## config.mk

```make
export PLATFORM = sky130hd
export DESIGN_NAME = pdpc_top
export DESIGN_NICKNAME = d
export VERILOG_FILES = /design/src/pdpc_pkg.sv /design/src/pdpc_outdiv_if.sv /design/src/pdpc_outdiv.sv /design/src/pdpc_top.sv
export SDC_FILE = /design/constraint.sdc
export NUM_CORES = 1
export LEC_CHECK = 0
export BUFFER_PORTS_ARGS = -buffer_cell sky130_fd_sc_hd__buf_2
export CAP_MARGIN = 20
export CORE_MARGIN = 1
export CORE_UTILIZATION = 55
export CTS_CLUSTER_DIAMETER = 40
export CTS_CLUSTER_SIZE = 14
export DETAILED_ROUTE_END_ITERATION = 7
export PLACE_DENSITY_LB_ADDON = 0.3
export SLEW_MARGIN = 20
export SYNTH_ARGS = -nofsm -noshare
export SYNTH_HDL_FRONTEND = slang
export SYNTH_HIERARCHICAL = 1
export SYNTH_SLANG_ARGS = --single-unit
export TNS_END_PERCENT = 100
```

## constraint.sdc

```tcl
create_clock -name clk_sys -period 3.63 [get_ports clk_sys]
set_input_delay 0.1815 -clock clk_sys [delete_from_list [all_inputs] [get_ports clk_sys]]
set_output_delay 0.1815 -clock clk_sys [all_outputs]
set_load 0.005 [all_outputs]
```

## src/pdpc_pkg.sv

```systemverilog
// Package with the image layout, register offsets and divider tables of the clock configuration.
package pdpc_pkg;

    localparam int             IMG_W    = 128;
    localparam logic [127:0]   IMG_RST  = 128'h0;
    localparam int             ADDR_W   = 8;
    localparam int             REF_W    = 8;
    localparam int             FB_W     = 11;
    localparam int             ACNT_W   = 3;
    localparam int             MCNT_W   = 8;
    localparam int             CODE_W   = 4;
    localparam int             MOD_W    = 6;

    // Register offsets: four image words, then one read-only status word.
    localparam logic [7:0]     OFS_IMG0 = 8'h00;
    localparam logic [7:0]     OFS_IMG3 = 8'h0C;
    localparam logic [7:0]     OFS_STAT = 8'h10;

    // Bit positions inside the 128-bit image.
    localparam int             POS_PLL_OFF_A = 21;
    localparam int             POS_PLL_OFF_B = 45;
    localparam int             POS_PLL_OFF_C = 69;
    localparam int             POS_DIV_OFF_A = 120;
    localparam int             POS_DIV_OFF_B = 121;
    localparam int             POS_DIV_OFF_C = 122;
    localparam int             POS_DIV_OFF_D = 123;
    localparam int             POS_REF_A     = 0;
    localparam int             POS_REF_B     = 24;
    localparam int             POS_REF_C0    = 48;
    localparam int             POS_REF_C1    = 72;
    localparam int             POS_FB_A      = 8;
    localparam int             POS_FB_B      = 32;
    localparam int             POS_FB_C0     = 56;
    localparam int             POS_FB_C1     = 80;
    localparam int             POS_POST_A    = 96;
    localparam int             POS_POST_B    = 100;
    localparam int             POS_POST_C0   = 104;
    localparam int             POS_POST_D0   = 108;
    localparam int             POS_OUTDIV_C_CODE_SET0   = 112;
    localparam int             POS_OUTDIV_D_CODE_SET0   = 116;

    // Status word layout.
    localparam int             ST_PLL_OFF    = 0;
    localparam int             ST_DIV_OFF    = 3;
    localparam int             ST_PD_PIN     = 7;
    localparam int             ST_SEL_PIN    = 8;

    function automatic logic [5:0] pdpc_modulus(input logic [3:0] code);
        logic [5:0] m;
        m = 6'h01;
        case (code)
            4'h0:    m = 6'h01;
            4'h1:    m = 6'h02;
            4'h2:    m = 6'h03;
            4'h3:    m = 6'h04;
            4'h4:    m = 6'h05;
            4'h5:    m = 6'h06;
            4'h6:    m = 6'h08;
            4'h7:    m = 6'h09;
            4'h8:    m = 6'h0A;
            4'h9:    m = 6'h0C;
            4'hA:    m = 6'h0F;
            4'hB:    m = 6'h10;
            4'hC:    m = 6'h12;
            4'hD:    m = 6'h14;
            4'hE:    m = 6'h19;
            default: m = 6'h32;
        endcase
        return m;
    endfunction

endpackage

```

## src/pdpc_outdiv_if.sv

```systemverilog
// Interface between the configuration core and one output divider.
`timescale 1ns/1ps
interface pdpc_outdiv_if;
    logic [3:0] code;
    logic       off;
    logic       tick;
    logic [5:0] modulus;

    modport ctrl (output code, output off, input tick, input modulus);
    modport div  (input code, input off, output tick, output modulus);
endinterface

```

## src/pdpc_outdiv.sv

```systemverilog
// One output divider producing a one-cycle tick every modulus cycles.
`timescale 1ns/1ps
module pdpc_outdiv
    import pdpc_pkg::*;
(
    input  wire logic     clk_sys,
    input  wire logic     rst_n,
    pdpc_outdiv_if.div    port
);
    import pdpc_pkg::*;

    logic [5:0] cnt;
    logic [5:0] next_cnt;
    wire  [5:0] mod_now = pdpc_modulus(port.code);
    wire        at_end  = (cnt >= mod_now - 6'h01);

    // A code change may leave the count beyond the new end; the compare wraps it at once.
    assign next_cnt = at_end ? 6'h00 : cnt + 6'h01;

    always_ff @(posedge clk_sys) begin
        if (!rst_n || port.off) begin
            cnt       <= 6'h00;
            port.tick <= 1'b0;
        end else begin
            cnt       <= next_cnt;
            port.tick <= at_end;
        end
    end

    always_ff @(posedge clk_sys) begin
        if (!rst_n) begin
            port.modulus <= 6'h01;
        end else begin
            port.modulus <= mod_now;
        end
    end
endmodule

```

## src/pdpc_top.sv

```systemverilog
// Configuration core: APB-held 128-bit image decoded into PLL and output divider settings.
//
// What this block does
// - Image bits 21, 45, 69 select PLL A, B, C for power-off.
// - Image bits 120 and 121 select output dividers A and B for power-off.
// - Selected parts power down only while the power-down pin is high.
// - PLL A input divisor is bits 7-0, PLL B bits 31-24.
// - PLL C input divisor is bits 55-48, or 79-72 with select high.
// - Loop divisor low three bits load A-counter, high eight the M-counter.
// - PLL C loop divisor is bits 66-56, or 90-80 with select high.
// - Output A code is bits 99-96, output B bits 103-100.
// - Output C code is bits 107-104, or 115-112 with select high.
// - Output D code is bits 111-108, or 119-116 with select high.
// - Codes 0-5 divide by 1-6, then 8,9,10,12,15,16,18,20,25,50.
// - The whole image is cleared to zero at reset.
// - Each written byte takes effect on its own, at its own write.
//
// The register offsets and the APB register port were chosen for this implementation.
`timescale 1ns/1ps
module pdpc_top
    import pdpc_pkg::*;
(
    input  wire logic                     clk_sys,
    input  wire logic                     rst_n,
    input  wire logic [pdpc_pkg::ADDR_W-1:0] paddr,
    input  wire logic                     psel,
    input  wire logic                     penable,
    input  wire logic                     pwrite,
    input  wire logic [31:0]              pwdata,
    input  wire logic [3:0]               pstrb,
    output logic      [31:0]              prdata,
    output logic                          pready,
    output logic                          pslverr,
    input  wire logic                     powerdown_pin,
    input  wire logic                     alt_set_select_pin,
    output logic      [2:0][7:0]          pll_input_divisor,
    output logic      [2:0][2:0]          pll_a_count,
    output logic      [2:0][7:0]          pll_m_count,
    output logic      [2:0]               pll_off,
    output logic      [3:0]               outdiv_off,
    output logic      [3:0][3:0]          outdiv_code,
    output logic      [3:0][5:0]          outdiv_modulus,
    output logic      [3:0]               outdiv_tick
);
    import pdpc_pkg::*;

    logic [IMG_W-1:0] image;
    logic [IMG_W-1:0] next_image;

    // Bus decode.
    wire       access   = psel & penable;
    wire       setup    = psel & ~penable;
    wire       hit_img  = (paddr <= OFS_IMG3) && (paddr[1:0] == 2'h0);
    wire       hit_stat = (paddr == OFS_STAT);
    wire       bad_addr = !(hit_img || (hit_stat && !pwrite));
    wire       wr_img   = access & pwrite & hit_img;
    wire [1:0] word_idx = paddr[3:2];
    wire [31:0] img_word = image[word_idx*32 +: 32];
    wire       sel      = alt_set_select_pin;

    wire [31:0] stat_word = {23'h0, alt_set_select_pin, powerdown_pin, outdiv_off, pll_off};
    wire [31:0] rd_mux    = hit_img ? img_word : (hit_stat ? stat_word : 32'h0);

    assign pready  = 1'b1;
    assign pslverr = access & bad_addr;

    // Each strobed byte lands on its own; there is no staging of a whole word.
    always_comb begin
        next_image = image;
        for (int b = 0; b < 4; b++) begin
            if (wr_img && pstrb[b]) begin
                next_image[word_idx*32 + b*8 +: 8] = pwdata[b*8 +: 8];
            end
        end
    end

    always_ff @(posedge clk_sys) begin
        if (!rst_n) begin
            image <= IMG_RST;
        end else begin
            image <= next_image;
        end
    end

    // Read data is captured in the setup cycle so the zero-wait access phase sees a flop.
    always_ff @(posedge clk_sys) begin
        if (!rst_n) begin
            prdata <= 32'h0;
        end else if (setup) begin
            prdata <= pwrite ? 32'h0 : rd_mux;
        end
    end

    // Selected field views.
    wire [7:0]  ref_c  = sel ? image[POS_REF_C1 +: REF_W] : image[POS_REF_C0 +: REF_W];
    wire [10:0] fb_a   = image[POS_FB_A +: FB_W];
    wire [10:0] fb_b   = image[POS_FB_B +: FB_W];
    wire [10:0] fb_c   = sel ? image[POS_FB_C1 +: FB_W] : image[POS_FB_C0 +: FB_W];
    wire [3:0]  code_c = sel ? image[POS_OUTDIV_C_CODE_SET0 +: CODE_W] : image[POS_POST_C0 +: CODE_W];
    wire [3:0]  code_d = sel ? image[POS_OUTDIV_D_CODE_SET0 +: CODE_W] : image[POS_POST_D0 +: CODE_W];

    wire [2:0] pll_sel = {image[POS_PLL_OFF_C], image[POS_PLL_OFF_B], image[POS_PLL_OFF_A]};
    wire [3:0] div_sel = {image[POS_DIV_OFF_D], image[POS_DIV_OFF_C],
                          image[POS_DIV_OFF_B], image[POS_DIV_OFF_A]};

    // The enable bits only pick targets; the pin does the switching.
    always_ff @(posedge clk_sys) begin
        if (!rst_n) begin
            pll_off    <= 3'h0;
            outdiv_off <= 4'h0;
        end else begin
            pll_off    <= pll_sel & {3{powerdown_pin}};
            outdiv_off <= div_sel & {4{powerdown_pin}};
        end
    end

    always_ff @(posedge clk_sys) begin
        if (!rst_n) begin
            pll_input_divisor <= '0;
            pll_a_count       <= '0;
            pll_m_count       <= '0;
            outdiv_code       <= '0;
        end else begin
            pll_input_divisor <= {ref_c, image[POS_REF_B +: REF_W], image[POS_REF_A +: REF_W]};
            pll_a_count       <= {fb_c[2:0], fb_b[2:0], fb_a[2:0]};
            pll_m_count       <= {fb_c[10:3], fb_b[10:3], fb_a[10:3]};
            outdiv_code       <= {code_d, code_c, image[POS_POST_B +: CODE_W],
                                  image[POS_POST_A +: CODE_W]};
        end
    end

    // Four identical output dividers.
    for (genvar g = 0; g < 4; g++) begin : g_div
        pdpc_outdiv_if u_if ();
        assign u_if.code         = outdiv_code[g];
        assign u_if.off          = outdiv_off[g];
        assign outdiv_tick[g]    = u_if.tick;
        assign outdiv_modulus[g] = u_if.modulus;
        pdpc_outdiv u_div (
            .clk_sys (clk_sys),
            .rst_n   (rst_n),
            .port    (u_if.div)
        );
    end
endmodule

```

==> metrics.md <==
| Metric | Value |
|---|---|
| Mean Syn Cell Area | 9.48 um2 |
| DRT met1 WL | 14900 um |
| I/O pin cnt | 193 |
| Layout cell share with drive strength beyond 1 | 21.5% |
| Core Rows | 55 |
| Worst IR Drop VDD | 0.303 mV |
| Top FF cell, synth | dfxtp_1 |
| Flop2flop setup slack | 0.42 ns |
| Clock root buffer | clkbuf_16 |
| Global-route wire length before repair | 56000 um |
| Pin count of the biggest net entering global routing | 132 |
| Final worst setup slack | 0.425 ns |
| Status | completed |
| Worst setup EP type | register |
| Skew-Pair Late Insertion Delay | about 0.53 ns |
| Crit path required time | 4.07 ns |
| #FFs+latches synth | 292 |
| GRT Overall Usage | 29.2% |
| CTS tree | done |
| Hold depth | 3 |
| Clk slew on worst S/H paths | 0.06 ns |
| Max incr delay on CP | 0.51 ns |
| Post-place setup slack | 0.434 ns |
| Mapped Area | 13000 um2 |
| Worst-path fanout max | 10 |
| Slew @ Worst Pin | around 1 ns |
| Antenna violations before repair | 1 |
| Register cell area after layout | 5850 um2 |
| GR Overflow Total | 0 |
| Setup TNS | 0 ns |
| Max-cap violations | 0 |
| Final instance area | 15800 um2 |
| Clk_skew | between 0.015 and 0.02 ns |
| Syn nets | 1474 |
| Detailed Place HPWL | 23600 um |
| EDFF count, synth | 0 |
| Endpoint, Worst Hold | prdata[7] |
| Nets | 1666 |
| Fin crit share | 88.3% |
| Top Layer Used | met4 |
| Area leader, netlist | dfxtp_1 |
| Vias/cell | 5.79 |
| Layout fillers | 1813 |
| GP Congestion | 0.852 |
| Critical path class | register to register |
| Synth warnings | 6 |
| PostCTS Resize Cnt | 0 |
| Fmax | 312 MHz |
| Register area share after synthesis | 45.0% |
| Setup bufs post-CTS | 0 |
| Final min period | 3.21 ns |
| WL met3 | 2940 um |
| Reg2Reg Depth | 11 |
| Min-delay worst type | input port to register |
| Core area | about 23000 um2 |
| WL met2 | 16300 um |
| Routed wire length | approximately 35000 um |
| Normalized max-slew margin | 34.8% |
| Area contributors post-synth | dfxtp_1, mux4_2, nand3_1 |
| DRC | 0 |
| DR iter-0 viols | approximately 1000 |
| Routed wire per std cell | 18.5 um |
| Commonest cells in the netlist | dfxtp_1, nand3_1, nand2_1 |
| Cell area after placement | 14000 um2 |
| Post-DRT Antenna Nets | 0 |
| Fin cells | 1905 |
| CP max stage cell | dfxtp_1 |
| Setup Viol. Count Final | 0 |
| FF-to-FF Start | g_div[3].u_if.code[0] |
| Initial core utilization | 56.7% |
| Die area | around 24000 um2 |
| Area of the multi-input gates | 6540 um2 |
| Worst Setup Start Kind | register |
| Crit path arrival time | 3.65 ns |
| Number of global-route vias before repair | 10700 |
| H-tree levels | 2 |
| CP cell instances | inv_1 -> ha_1 -> inv_2 -> mux4_2 -> nor4b_4 -> a21oi_1 -> ha_1 -> a21oi_1 -> o21a_1 -> o2111ai_1 -> nor2_1 |
| Slew Viols, Final | 0 |
| Yosys cell types | 64 |
| Syn-to-layout area delta | 21.4% |
| Cell count after synthesis | 1369 |
| Vias | roughly 11000 |
| Cell Pwr Density | 480 nW/um2 |
| Async S/R FF share, synth | 0% |
| Most frequent cell after synthesis | dfxtp_1 |
| Die X | 156 um |
| DP Cell Count | between 1500 and 2000 |
| Inserted Clock Buffers | 39 |
| Port bufs | 191 |
| Static Leak | 6.39 nW |
| Die H | 156 um |
| Fin. Hold Viols | 0 |
| Reg2Reg Capture Point | g_div[3].u_div/cnt[0] |
| Top-area cell type share of the netlist area | 45.0% |
| Longest Clk Path Bufs | 3 |
| Pre-Repair DR Iteration Count | 6 |
| Clock Sink Count | about 290 |
| Post-CTS Hold Buffers | 32 |
| HP Start | powerdown_pin |
| Unrepaired setup endpoints after global routing | false |
worst max-delay path by stage:
stage | cells after the start | end | startpoint
after global routing | 11 | g_div[3].u_div/cnt[3] | g_div[3].u_if.code[0]
after detailed placement | 11 | g_div[3].u_div/cnt[4] | g_div[3].u_if.code[0]
after CTS | 11 | g_div[3].u_div/cnt[5] | g_div[3].u_if.code[0]
after floorplan | 12 | g_div[3].u_div/cnt[2] | g_div[3].u_if.code[0]
final | 11 | g_div[3].u_div/cnt[0] | g_div[3].u_if.code[0]
after global placement | 11 | g_div[3].u_div/cnt[2] | g_div[3].u_if.code[0]
layer usage:
metal	GRT usage, %	vias up
li1	-	5267
met1	38.1	5188
met2	47.5	501
met3	5.67	77
met4	12.3	0
met5	0	-
power breakdown:
group	leakage, nW	switching, mW	internal, mW	total [mW]
combinational	3.34	0.200	0.0950	0.295
sequential	2.35	0.000484	3.21	3.21
clock	0.690	1.49	2.58	4.07
total	6.39	1.69	5.88	7.57
registers in the layout (all words and copies together), names as in the netlist:
| signal | flops |
|---|---|
| pll_input_divisor | 24 |
| pll_m_count | 24 |
| g_div.u_div/port.tick | 4 |
| image | 128 |
| g_div.u_if.code | 16 |
| pll_off | 3 |
| g_div.u_div/port.modulus | 24 |
| g_div.u_div/cnt | 24 |
| pll_a_count | 9 |
| prdata | 32 |
| outdiv_off | 4 |
layout by cell type, fill, tap and decap left out, types with 5 or more instances in the layout:
master / count
dfxtp_1: 292
buf_2: 190
nand3_1: 143
nand2_1: 139
a21oi_1: 104
nor2_1: 98
ha_1: 54
and2_1: 46
inv_1: 42
clkbuf_16: 39
o21ai_0: 37
mux4_2: 37
mux2i_1: 35
a22oi_1: 32
dlygate4sd3_1: 32
nand4_1: 26
o31ai_1: 24
xnor2_1: 21
and3_1: 19
nor2b_1: 12
buf_4: 12
nand4b_1: 11
nor4_4: 11
nor3_1: 10
o21ai_1: 10
xor2_1: 9
o21a_1: 9
nand2b_1: 8
clkbuf_8: 7
bufinv_16: 6
o2111ai_1: 6
clkinv_2: 5
inv_6: 5
clkinv_4: 5
layout make-up:
type                            count  share of cell area, %
Antenna cell                        1                 0.0159
Sequential cell                   292                   37.1
Multi-Input combinational cell    947                   41.5
Timing Repair Buffer              236                   8.89
Inverter                           45                   1.08
Tap cell                          313                   2.48
Clock buffer                       47                   6.83
Clock inverter                     24                   2.13
cells by family (layout without fill, tap and decap cells):
group           Yosys count  in the layout  synth area share, %
flops                   292            292                 45.0
xor+xnor                 30             30                 2.02
simple gates            543            543                 22.2
compound gates          246            246                 11.7
buf+inv                 130            352                 4.59
mux                      73             73                 9.20
fa+ha+maj                54             54                 5.20
other cells               1              2               0.0289
per-stage QoR:
step / hold slack, ns / total power, mW / utilization, %
6_report: 0.0233 / 7.57 / 68.8
5_1_grt: 0.0233 / 7.78 / 68.8
4_1_cts: 0.00832 / 7.61 / 68.8
3_5_place_dp: 0.427 / 3.54 / 61.2
3_3_place_gp: 0.418 / 3.54 / 61.2
2_1_floorplan: 0.243 / 3.44 / -
worst max-delay path: cells and delay by family, from the launching register on:
kind            cells  cell delay [ns]
fa+ha+maj           2             0.80
compound gates      4             0.68
flops               1             0.51
mux                 1             0.51
simple gates        2             0.49
buf+inv             2             0.16
No activity file was read; power rests on OpenSTA's default activity.
